--- src/hdl/sms_pkg.sv ---
// Shared constants, states and carriers of the SPI shifter
`default_nettype none
package sms_pkg;
    localparam int FRAME_BITS = 8;
    localparam logic [3:0] LAST_EDGE = 4'hF;
    localparam logic [3:0] FIRST_EDGE = 4'h0;
    // Half SCK period minus one, in ref_clk cycles, per rate code
    localparam logic [5:0] HALF_DIV4 = 6'h01;
    localparam logic [5:0] HALF_DIV16 = 6'h07;
    localparam logic [5:0] HALF_DIV64 = 6'h1F;
    localparam logic [5:0] HALF_DIV128 = 6'h3F;
    localparam logic [5:0] HALF_DIV2 = 6'h00;
    localparam logic [5:0] HALF_DIV8 = 6'h03;
    localparam logic [5:0] HALF_DIV32 = 6'h0F;
    localparam logic [7:0] RX_RESET = 8'h00;

    typedef enum logic [0:0] {
        SMS_IDLE = 1'b0,
        SMS_RUN = 1'b1
    } sms_state_e;

    typedef struct packed {
        logic transfer_irq_enable;
        logic serial_port_enable;
        logic bit_order_select;
        logic master_select_bit;
        logic clock_polarity;
        logic clock_phase;
        logic rate_select_hi;
        logic rate_select_lo;
        logic double_speed_bit;
    } sms_ctrl_s;

    localparam sms_ctrl_s CTRL_RESET = '0;

    typedef struct packed {
        logic mosi;
        logic miso;
        logic sck;
        logic ss;
    } sms_dir_s;

    function automatic logic [5:0] sms_half(input sms_ctrl_s c);
        logic [2:0] code;
        code = {c.double_speed_bit, c.rate_select_hi, c.rate_select_lo};
        case (code)
            3'h0: sms_half = HALF_DIV4;
            3'h1: sms_half = HALF_DIV16;
            3'h2: sms_half = HALF_DIV64;
            3'h3: sms_half = HALF_DIV128;
            3'h4: sms_half = HALF_DIV2;
            3'h5: sms_half = HALF_DIV8;
            3'h6: sms_half = HALF_DIV32;
            default: sms_half = HALF_DIV64;
        endcase
    endfunction
endpackage
`default_nettype wire

--- src/hdl/sms_spi_unit.sv ---
// Master/slave SPI byte shifter with flags and pin direction control
// Function
// Master data write starts SCK and shifts eight bits each way.
// Master stops SCK after one byte and sets the done flag.
// Done flag with interrupt enable raises the interrupt request.
// Master never drives slave select by itself; software owns it.
// Far master lowers select before clocking, raises it per packet.
// MOSI carries master to slave, MISO slave to master, together.
// After a byte, master accepts a new write and starts again.
// Slave with select high stays idle, MISO off, SCK ignored.
// Slave data written with select high waits for select low.
// Slave sets the done flag once a full byte has shifted.
// Last full received byte is kept readable in a buffer.
// Transmit holds one byte; no new byte until shifting ends.
// Receive buffer is overwritten if not read before next byte.
// Far master keeps SCK at or below a quarter of ref_clk.
// Master forces MISO input; slave forces MOSI, SCK, select input.
// Bit order selects LSB first or MSB first.
// Slave select high resets slave bit logic at once.
// Master with select input seen low drops to slave, sets flag.
// Polarity sets SCK idle level; phase picks the sampling edge.
// Rate bits and double speed pick the master SCK divider.
// Data write during a transfer is dropped and flags collision.
// Flags clear on status read then data access, or on service.
`default_nettype none
module sms_spi_unit
    import sms_pkg::*;
(
    input wire logic ref_clk,
    input wire logic resetn,
    input wire logic ctrl_wr,
    input wire sms_ctrl_s ctrl_in,
    output sms_ctrl_s serial_control_register,
    input wire logic data_wr,
    input wire logic [FRAME_BITS-1:0] data_in,
    input wire logic data_rd,
    input wire logic status_rd,
    input wire logic irq_ack,
    input wire sms_dir_s dir,
    input wire logic ss_gpio,
    output logic [FRAME_BITS-1:0] rx_data,
    output logic transfer_done_flag,
    output logic write_collision_flag,
    output logic irq,
    output logic busy,
    input wire logic sck_in,
    output logic sck_out,
    output logic sck_oe,
    input wire logic mosi_in,
    output logic mosi_out,
    output logic mosi_oe,
    input wire logic miso_in,
    output logic miso_out,
    output logic miso_oe,
    input wire logic ss_n_in,
    output logic ss_out,
    output logic ss_oe
);
    sms_state_e state;
    logic [3:0] edge_cnt;
    logic sck_prev;
    logic sampled;
    logic done_pulse;
    logic status_armed;
    logic tick;
    logic [FRAME_BITS-1:0] word;
    logic out_bit;
    logic en;
    logic is_master;
    logic slave_live;
    logic edge_ev;
    logic sample_ev;
    logic last_ev;
    logic shift_en;
    logic live_in;
    logic accept;
    logic start;
    logic collide;
    logic abort;
    logic clear_ev;
    logic done_set;
    logic [FRAME_BITS-1:0] landed;

    assign en = serial_control_register.serial_port_enable;
    assign is_master = serial_control_register.master_select_bit;
    assign slave_live = en && !is_master && !ss_n_in;

    sms_rate_gen u_rate (
        .ref_clk(ref_clk),
        .resetn(resetn),
        .run(state == SMS_RUN),
        .half_m1(sms_half(serial_control_register)),
        .tick(tick)
    );

    // One SCK edge, from own divider or the far master's clock
    assign edge_ev = is_master ? (state == SMS_RUN && tick)
                               : (slave_live && sck_in != sck_prev);
    assign sample_ev = edge_ev
        && (edge_cnt[0] == serial_control_register.clock_phase);
    assign last_ev = edge_ev && edge_cnt == LAST_EDGE;
    assign live_in = is_master ? miso_in : mosi_in;
    // Phase one takes its last bit a cycle late, off the sampling edge,
    // so the data pins never move at the instant the far side samples
    assign shift_en = (edge_ev && !sample_ev && edge_cnt != FIRST_EDGE)
        || (done_pulse && serial_control_register.clock_phase);
    // Byte as it stands once its last shift is done
    assign landed = !serial_control_register.clock_phase ? word
        : serial_control_register.bit_order_select
            ? {sampled, word[FRAME_BITS-1:1]}
            : {word[FRAME_BITS-2:0], sampled};

    assign busy = state == SMS_RUN || edge_cnt != FIRST_EDGE || done_pulse;
    assign accept = data_wr && !busy;
    assign collide = data_wr && busy;
    // A select-low abort outranks a start in the same cycle
    assign start = accept && en && is_master && !abort;
    assign abort = en && is_master && !dir.ss && !ss_n_in;
    assign done_set = done_pulse || abort;
    assign clear_ev = (status_armed && (data_rd || data_wr)) || irq_ack;

    sms_shifter #(
        .WIDTH(FRAME_BITS)
    ) u_shift (
        .ref_clk(ref_clk),
        .resetn(resetn),
        .load(accept),
        .load_val(data_in),
        .shift_en(shift_en),
        .bit_in(sampled),
        .lsb_first(serial_control_register.bit_order_select),
        .word(word),
        .out_bit(out_bit)
    );

    // Hardware clearing of master select outranks a software write
    always_ff @(posedge ref_clk or negedge resetn)
    begin
        if (!resetn)
            serial_control_register <= CTRL_RESET;
        else if (abort)
            serial_control_register.master_select_bit <= 1'b0;
        else if (ctrl_wr)
            serial_control_register <= ctrl_in;
    end

    always_ff @(posedge ref_clk or negedge resetn)
    begin
        if (!resetn)
            state <= SMS_IDLE;
        else
        begin
            case (state)
                SMS_IDLE:
                    if (start)
                        state <= SMS_RUN;
                SMS_RUN:
                    if (last_ev || abort || !en)
                        state <= SMS_IDLE;
                default:
                    state <= SMS_IDLE;
            endcase
        end
    end

    // Select high in slave mode pins the counter at zero
    always_ff @(posedge ref_clk or negedge resetn)
    begin
        if (!resetn)
            edge_cnt <= FIRST_EDGE;
        else if (abort || start || (!is_master && !slave_live))
            edge_cnt <= FIRST_EDGE;
        else if (edge_ev)
            edge_cnt <= edge_cnt + 4'h1;
    end

    always_ff @(posedge ref_clk or negedge resetn)
    begin
        if (!resetn)
            sck_prev <= 1'b0;
        else
            sck_prev <= sck_in;
    end

    always_ff @(posedge ref_clk or negedge resetn)
    begin
        if (!resetn)
            sampled <= 1'b0;
        else if (sample_ev)
            sampled <= live_in;
    end

    always_ff @(posedge ref_clk or negedge resetn)
    begin
        if (!resetn)
            sck_out <= 1'b0;
        else if (state != SMS_RUN)
            sck_out <= serial_control_register.clock_polarity;
        else if (tick)
            sck_out <= !sck_out;
    end

    // Byte lands one cycle after its last edge; busy covers the gap
    always_ff @(posedge ref_clk or negedge resetn)
    begin
        if (!resetn)
            done_pulse <= 1'b0;
        else
            done_pulse <= last_ev && !abort;
    end

    // No read guard: an unread byte is simply overwritten
    always_ff @(posedge ref_clk or negedge resetn)
    begin
        if (!resetn)
            rx_data <= RX_RESET;
        else if (done_pulse)
            rx_data <= landed;
    end

    always_ff @(posedge ref_clk or negedge resetn)
    begin
        if (!resetn)
            status_armed <= 1'b0;
        else if (clear_ev)
            status_armed <= 1'b0;
        else if (status_rd && (transfer_done_flag || write_collision_flag))
            status_armed <= 1'b1;
    end

    // A new event in the clearing cycle keeps its flag
    always_ff @(posedge ref_clk or negedge resetn)
    begin
        if (!resetn)
            transfer_done_flag <= 1'b0;
        else if (done_set)
            transfer_done_flag <= 1'b1;
        else if (clear_ev)
            transfer_done_flag <= 1'b0;
    end

    always_ff @(posedge ref_clk or negedge resetn)
    begin
        if (!resetn)
            write_collision_flag <= 1'b0;
        else if (collide)
            write_collision_flag <= 1'b1;
        else if (clear_ev)
            write_collision_flag <= 1'b0;
    end

    assign irq = transfer_done_flag
        && serial_control_register.transfer_irq_enable;

    // Pin directions: forced inputs per role, for deselected slave MISO and, bar select, when disabled; else the user direction
    always_comb
    begin
        mosi_out = out_bit;
        miso_out = out_bit;
        ss_out = ss_gpio;
        ss_oe = dir.ss;
        mosi_oe = 1'b0;
        sck_oe = 1'b0;
        miso_oe = 1'b0;
        if (en && is_master)
        begin
            mosi_oe = dir.mosi;
            sck_oe = dir.sck;
        end
        else if (en)
        begin
            ss_oe = 1'b0;
            miso_oe = dir.miso && !ss_n_in;
        end
    end
endmodule // sms_spi_unit
`default_nettype wire

--- src/hdl/sms_rate_gen.sv ---
// Master SCK half-period tick generator
`default_nettype none
module sms_rate_gen
    import sms_pkg::*;
(
    input wire logic ref_clk,
    input wire logic resetn,
    input wire logic run,
    input wire logic [5:0] half_m1,
    output logic tick
);
    logic [5:0] count;

    assign tick = run && (count == half_m1);

    // Restart from zero at every start so the first edge is a full half
    always_ff @(posedge ref_clk or negedge resetn)
    begin
        if (!resetn)
            count <= 6'h00;
        else if (!run || tick)
            count <= 6'h00;
        else
            count <= count + 6'h01;
    end
endmodule // sms_rate_gen
`default_nettype wire

--- src/hdl/sms_shifter.sv ---
// Shift register with selectable bit order
`default_nettype none
module sms_shifter
    import sms_pkg::*;
#(
    parameter int WIDTH = FRAME_BITS
)
(
    input wire logic ref_clk,
    input wire logic resetn,
    input wire logic load,
    input wire logic [WIDTH-1:0] load_val,
    input wire logic shift_en,
    input wire logic bit_in,
    input wire logic lsb_first,
    output logic [WIDTH-1:0] word,
    output logic out_bit
);
    if (WIDTH < 2)
    begin : g_bad_width
        $error("sms_shifter needs WIDTH of at least 2");
    end

    assign out_bit = lsb_first ? word[0] : word[WIDTH-1];

    // Out bit leaves one end while the taken bit enters the other
    always_ff @(posedge ref_clk or negedge resetn)
    begin
        if (!resetn)
            word <= '0;
        else if (load)
            word <= load_val;
        else if (shift_en && lsb_first)
            word <= {bit_in, word[WIDTH-1:1]};
        else if (shift_en)
            word <= {word[WIDTH-2:0], bit_in};
    end
endmodule // sms_shifter
`default_nettype wire

--- config.mk ---
export PLATFORM = sky130hd
export DESIGN_NAME = sms_spi_unit
export DESIGN_NICKNAME = d
export VERILOG_FILES = /design/src/hdl/sms_pkg.sv /design/src/hdl/sms_spi_unit.sv /design/src/hdl/sms_rate_gen.sv /design/src/hdl/sms_shifter.sv
export SDC_FILE = /design/constraint.sdc
export NUM_CORES = 1
export LEC_CHECK = 0
export BUFFER_PORTS_ARGS = -buffer_cell sky130_fd_sc_hd__buf_2
export CELL_PAD_IN_SITES_DETAIL_PLACEMENT = 0
export CELL_PAD_IN_SITES_GLOBAL_PLACEMENT = 1
export CORE_ASPECT_RATIO = 1.75
export CORE_MARGIN = 1.5
export CORE_UTILIZATION = 38
export CTS_BUF_LIST = sky130_fd_sc_hd__clkbuf_2
export DETAILED_ROUTE_END_ITERATION = 16
export PLACE_DENSITY = 0.87
export REMOVE_ABC_BUFFERS = 1
export SLEW_MARGIN = 30
export SYNTH_ARGS = -nofsm -noshare
export SYNTH_HDL_FRONTEND = slang
export SYNTH_SLANG_ARGS = --single-unit
--- constraint.sdc ---
create_clock -name ref_clk -period 2.1 [get_ports ref_clk]
set_input_delay 0.21 -clock ref_clk [delete_from_list [all_inputs] [get_ports ref_clk]]
set_output_delay 0.21 -clock ref_clk [all_outputs]
set_load 0.05 [all_outputs]
==> metrics <==
I/O Buffers 59; synth unique cells 57; WL met2 3300 um; Syn Area/Cell 10.8 um^2; number of global-route vias before repair 1956; Die Wd 63.7 um; std cell rows 38; Power Dens Cells 684 nW/um^2; drt drc 0; Area Overhead vs Synth 24.4%; CP startpoint edge_cnt[0]; most frequent cells in the layout buf_2 (58), dfrtp_1 (43), mux2_2 (17); die height 109 um; layout cells sized above 1 36.1%; Pre-antenna DRT Iters 4; DP Area 2860 um^2; sequential cell area fraction in the yosys report 43.9%; Vias 1970; first-pass GRT wire length 9160 um; Top Ports 62; Final GP Congestion 0.829; CTS buffer count 5; Post-Syn Area 2450 um^2; hold wc startpoint ctrl_in[5]; Post-synth EDFFs 0; Critical Path Sink Type output pin; CTS sink cnt 43; IR drop worst, VDD 0.000410 V; synth warn 0; routed wl met3 134 um; CP max FO 2; ANT cells 0; Worst slew margin 62.9%; Main synth FF type dfrtp_1; Final Max Slew Viols 0; MaxCap Viol Count 0; Max clock buf depth 2; Starting Density 39.3%; RR Startpoint edge_cnt[0]; status finished with violations; Clock Latency Late Sink 0.43 ns; GR Util All Layers 17.2%; RSZ-0062 raised after global routing true; most common cell after layout, fill and taps aside buf_2; final global-route overflow total 0; critical path class reg2out; WL final 5650 um; synthesized flop and latch total 43; die footprint 6960 um^2; ys async rst share 100%; achievable frequency 0.458 GHz; Metal-1 WL 2110 um; wire per inst 14.7 um; core area 6230 um^2; final period utilization 104%; Slew @ Worst Pin 0.557 ns; Final min period 2.19 ns; # nets final 341; total negative slack -0.139 ns; H-tree Lvls 2; First DRT Iteration DRCs 102; setup violators final 2; HPWL Detailed 4160 um; Hold Vio Cnt, Final 0; Clock Skew 0.0127 ns; WP data arrival 1.98 ns; largest net degree at the start of global routing 44; worst path required time 1.89 ns; DRT antenna net count 0; Worst Hold Class in2reg; initial antenna violation count 0; leakage power 1.46 nW; Total Power 0.00209 W; vias per cell 5.12; CTS tree built; Final Core Density 48.9%; Mapped Cells 226; Worst setup SP type flip-flop; failing checks setup timing; Final Cell Area 3050 um^2; Worst Setup Slack, final -0.0852 ns; Max Used Layer met4; Place WS -0.0275 ns; Root Buffer clkbuf_2; clock-pin transition on the worst setup and hold timing paths 0.21 ns
-- state kept, by name (all words and copies together) (netlist names) --
register                 count
serial_control_register      7
is_master                    1
sampled                      1
write_collision_flag         1
sck_out                      1
u_shift.word                 8
done_pulse                   1
rx_data                      8
state                        1
u_rate.count                 6
edge_cnt                     4
en                           1
sck_prev                     1
status_armed                 1
transfer_done_flag           1
-- critical path: stages (launching register included) --
cell and delay [ns]:
dfrtp_1 0.42, inv_1 0.08, ha_1 0.16, or3b_4 0.39
or3_4 0.36, buf_6 0.16
-- per-layer routing --
layer,vias up,global-route usage [%]
li1,961,-
met1,976,18.2
met2,26,32.6
met3,7,3.51
met4,0,6.99
met5,-,0
-- cell usage after synthesis, types with 2 or more instances --
cell	number	share of area, %
o211ai_1	2	0.61
mux2_2	17	7.8
xnor2_1	5	1.8
and3_1	5	1.3
dfrtp_1	43	44
buf_4	5	1.5
a21o_1	2	0.61
a21boi_0	2	0.61
a211o_1	2	0.72
o2111ai_1	2	0.72
buf_2	2	0.41
buf_1	2	0.31
ha_1	3	1.5
o221ai_1	2	0.72
a21oi_1	3	0.61
o221a_1	6	2.8
inv_1	16	2.5
nand2b_1	4	1.0
nand2_1	16	2.5
or2b_1	4	1.2
xor2_1	3	1.1
nand3_1	4	0.82
o21ai_0	5	1.0
or3b_1	2	0.72
nor2b_1	2	0.51
clkbuf_1	2	0.31
mux2i_1	16	6.5
nor2_1	15	2.3
and2_1	4	1.0
o21a_1	3	0.92
-- kinds of logic (layout without fill, tap and decap cells) --
kind of cell,count (synthesis),in the layout,share of synthesized area [%]
buf+inv,28,107,5.47
fa+ha+maj,3,3,1.53
flops,43,43,43.9
compound gates,42,42,15.5
simple gates,68,68,15.8
mux,34,34,15.0
xor+xnor,8,8,2.86
-- per-stage QoR --
step	instances	hold slack, ns
floorplan	214	-0.0856
global placement	365	0.326
detailed placement	365	0.323
CTS	385	0.00286
global route	385	0.00153
finish	385	0.0254
-- area by class of cell --
| cell class | instances | area [um^2] |
|---|---|---|
| Inverter | 16 | 60.1 |
| Fill cell | 602 | 3180 |
| Timing Repair Buffer | 84 | 519 |
| Clock buffer | 5 | 25.0 |
| Sequential cell | 43 | 1080 |
| Clock inverter | 2 | 8.76 |
| Multi-Input combinational cell | 155 | 1260 |
| Tap cell | 80 | 100 |
-- power breakdown --
group | switching (W) | leakage, nW | internal [W] | total [W]
clock network | 0.000270 | 0.0262 | 0.0000703 | 0.000341
logic | 0.000430 | 0.888 | 0.000306 | 0.000735
registers | 0.0000984 | 0.550 | 0.000912 | 0.00101
-- timing repair --
item                                    in CTS  in global routing
hold buffers                                12                  0
gates cloned                                 0                  0
pin swaps                                    0                  0
endpoints found under the setup margin       2                 12
endpoints found under the hold margin       54                  0
setup buffers                                1                  0
gates resized for setup                      4                  1
-- worst paths after layout --
check	endpoint	slack (ns)	depth (start not counted)
min in group asynchronous	en	0.34	3
setup / recovery	busy	-0.09	5
max in group asynchronous	rx_data[1]	1.36	3
hold / removal	is_master	0.03	3
hold reg to reg	status_armed	0.53	1
setup reg to reg	edge_cnt[3]	-0.05	8
No activity file was read; power rests on OpenSTA's default activity.
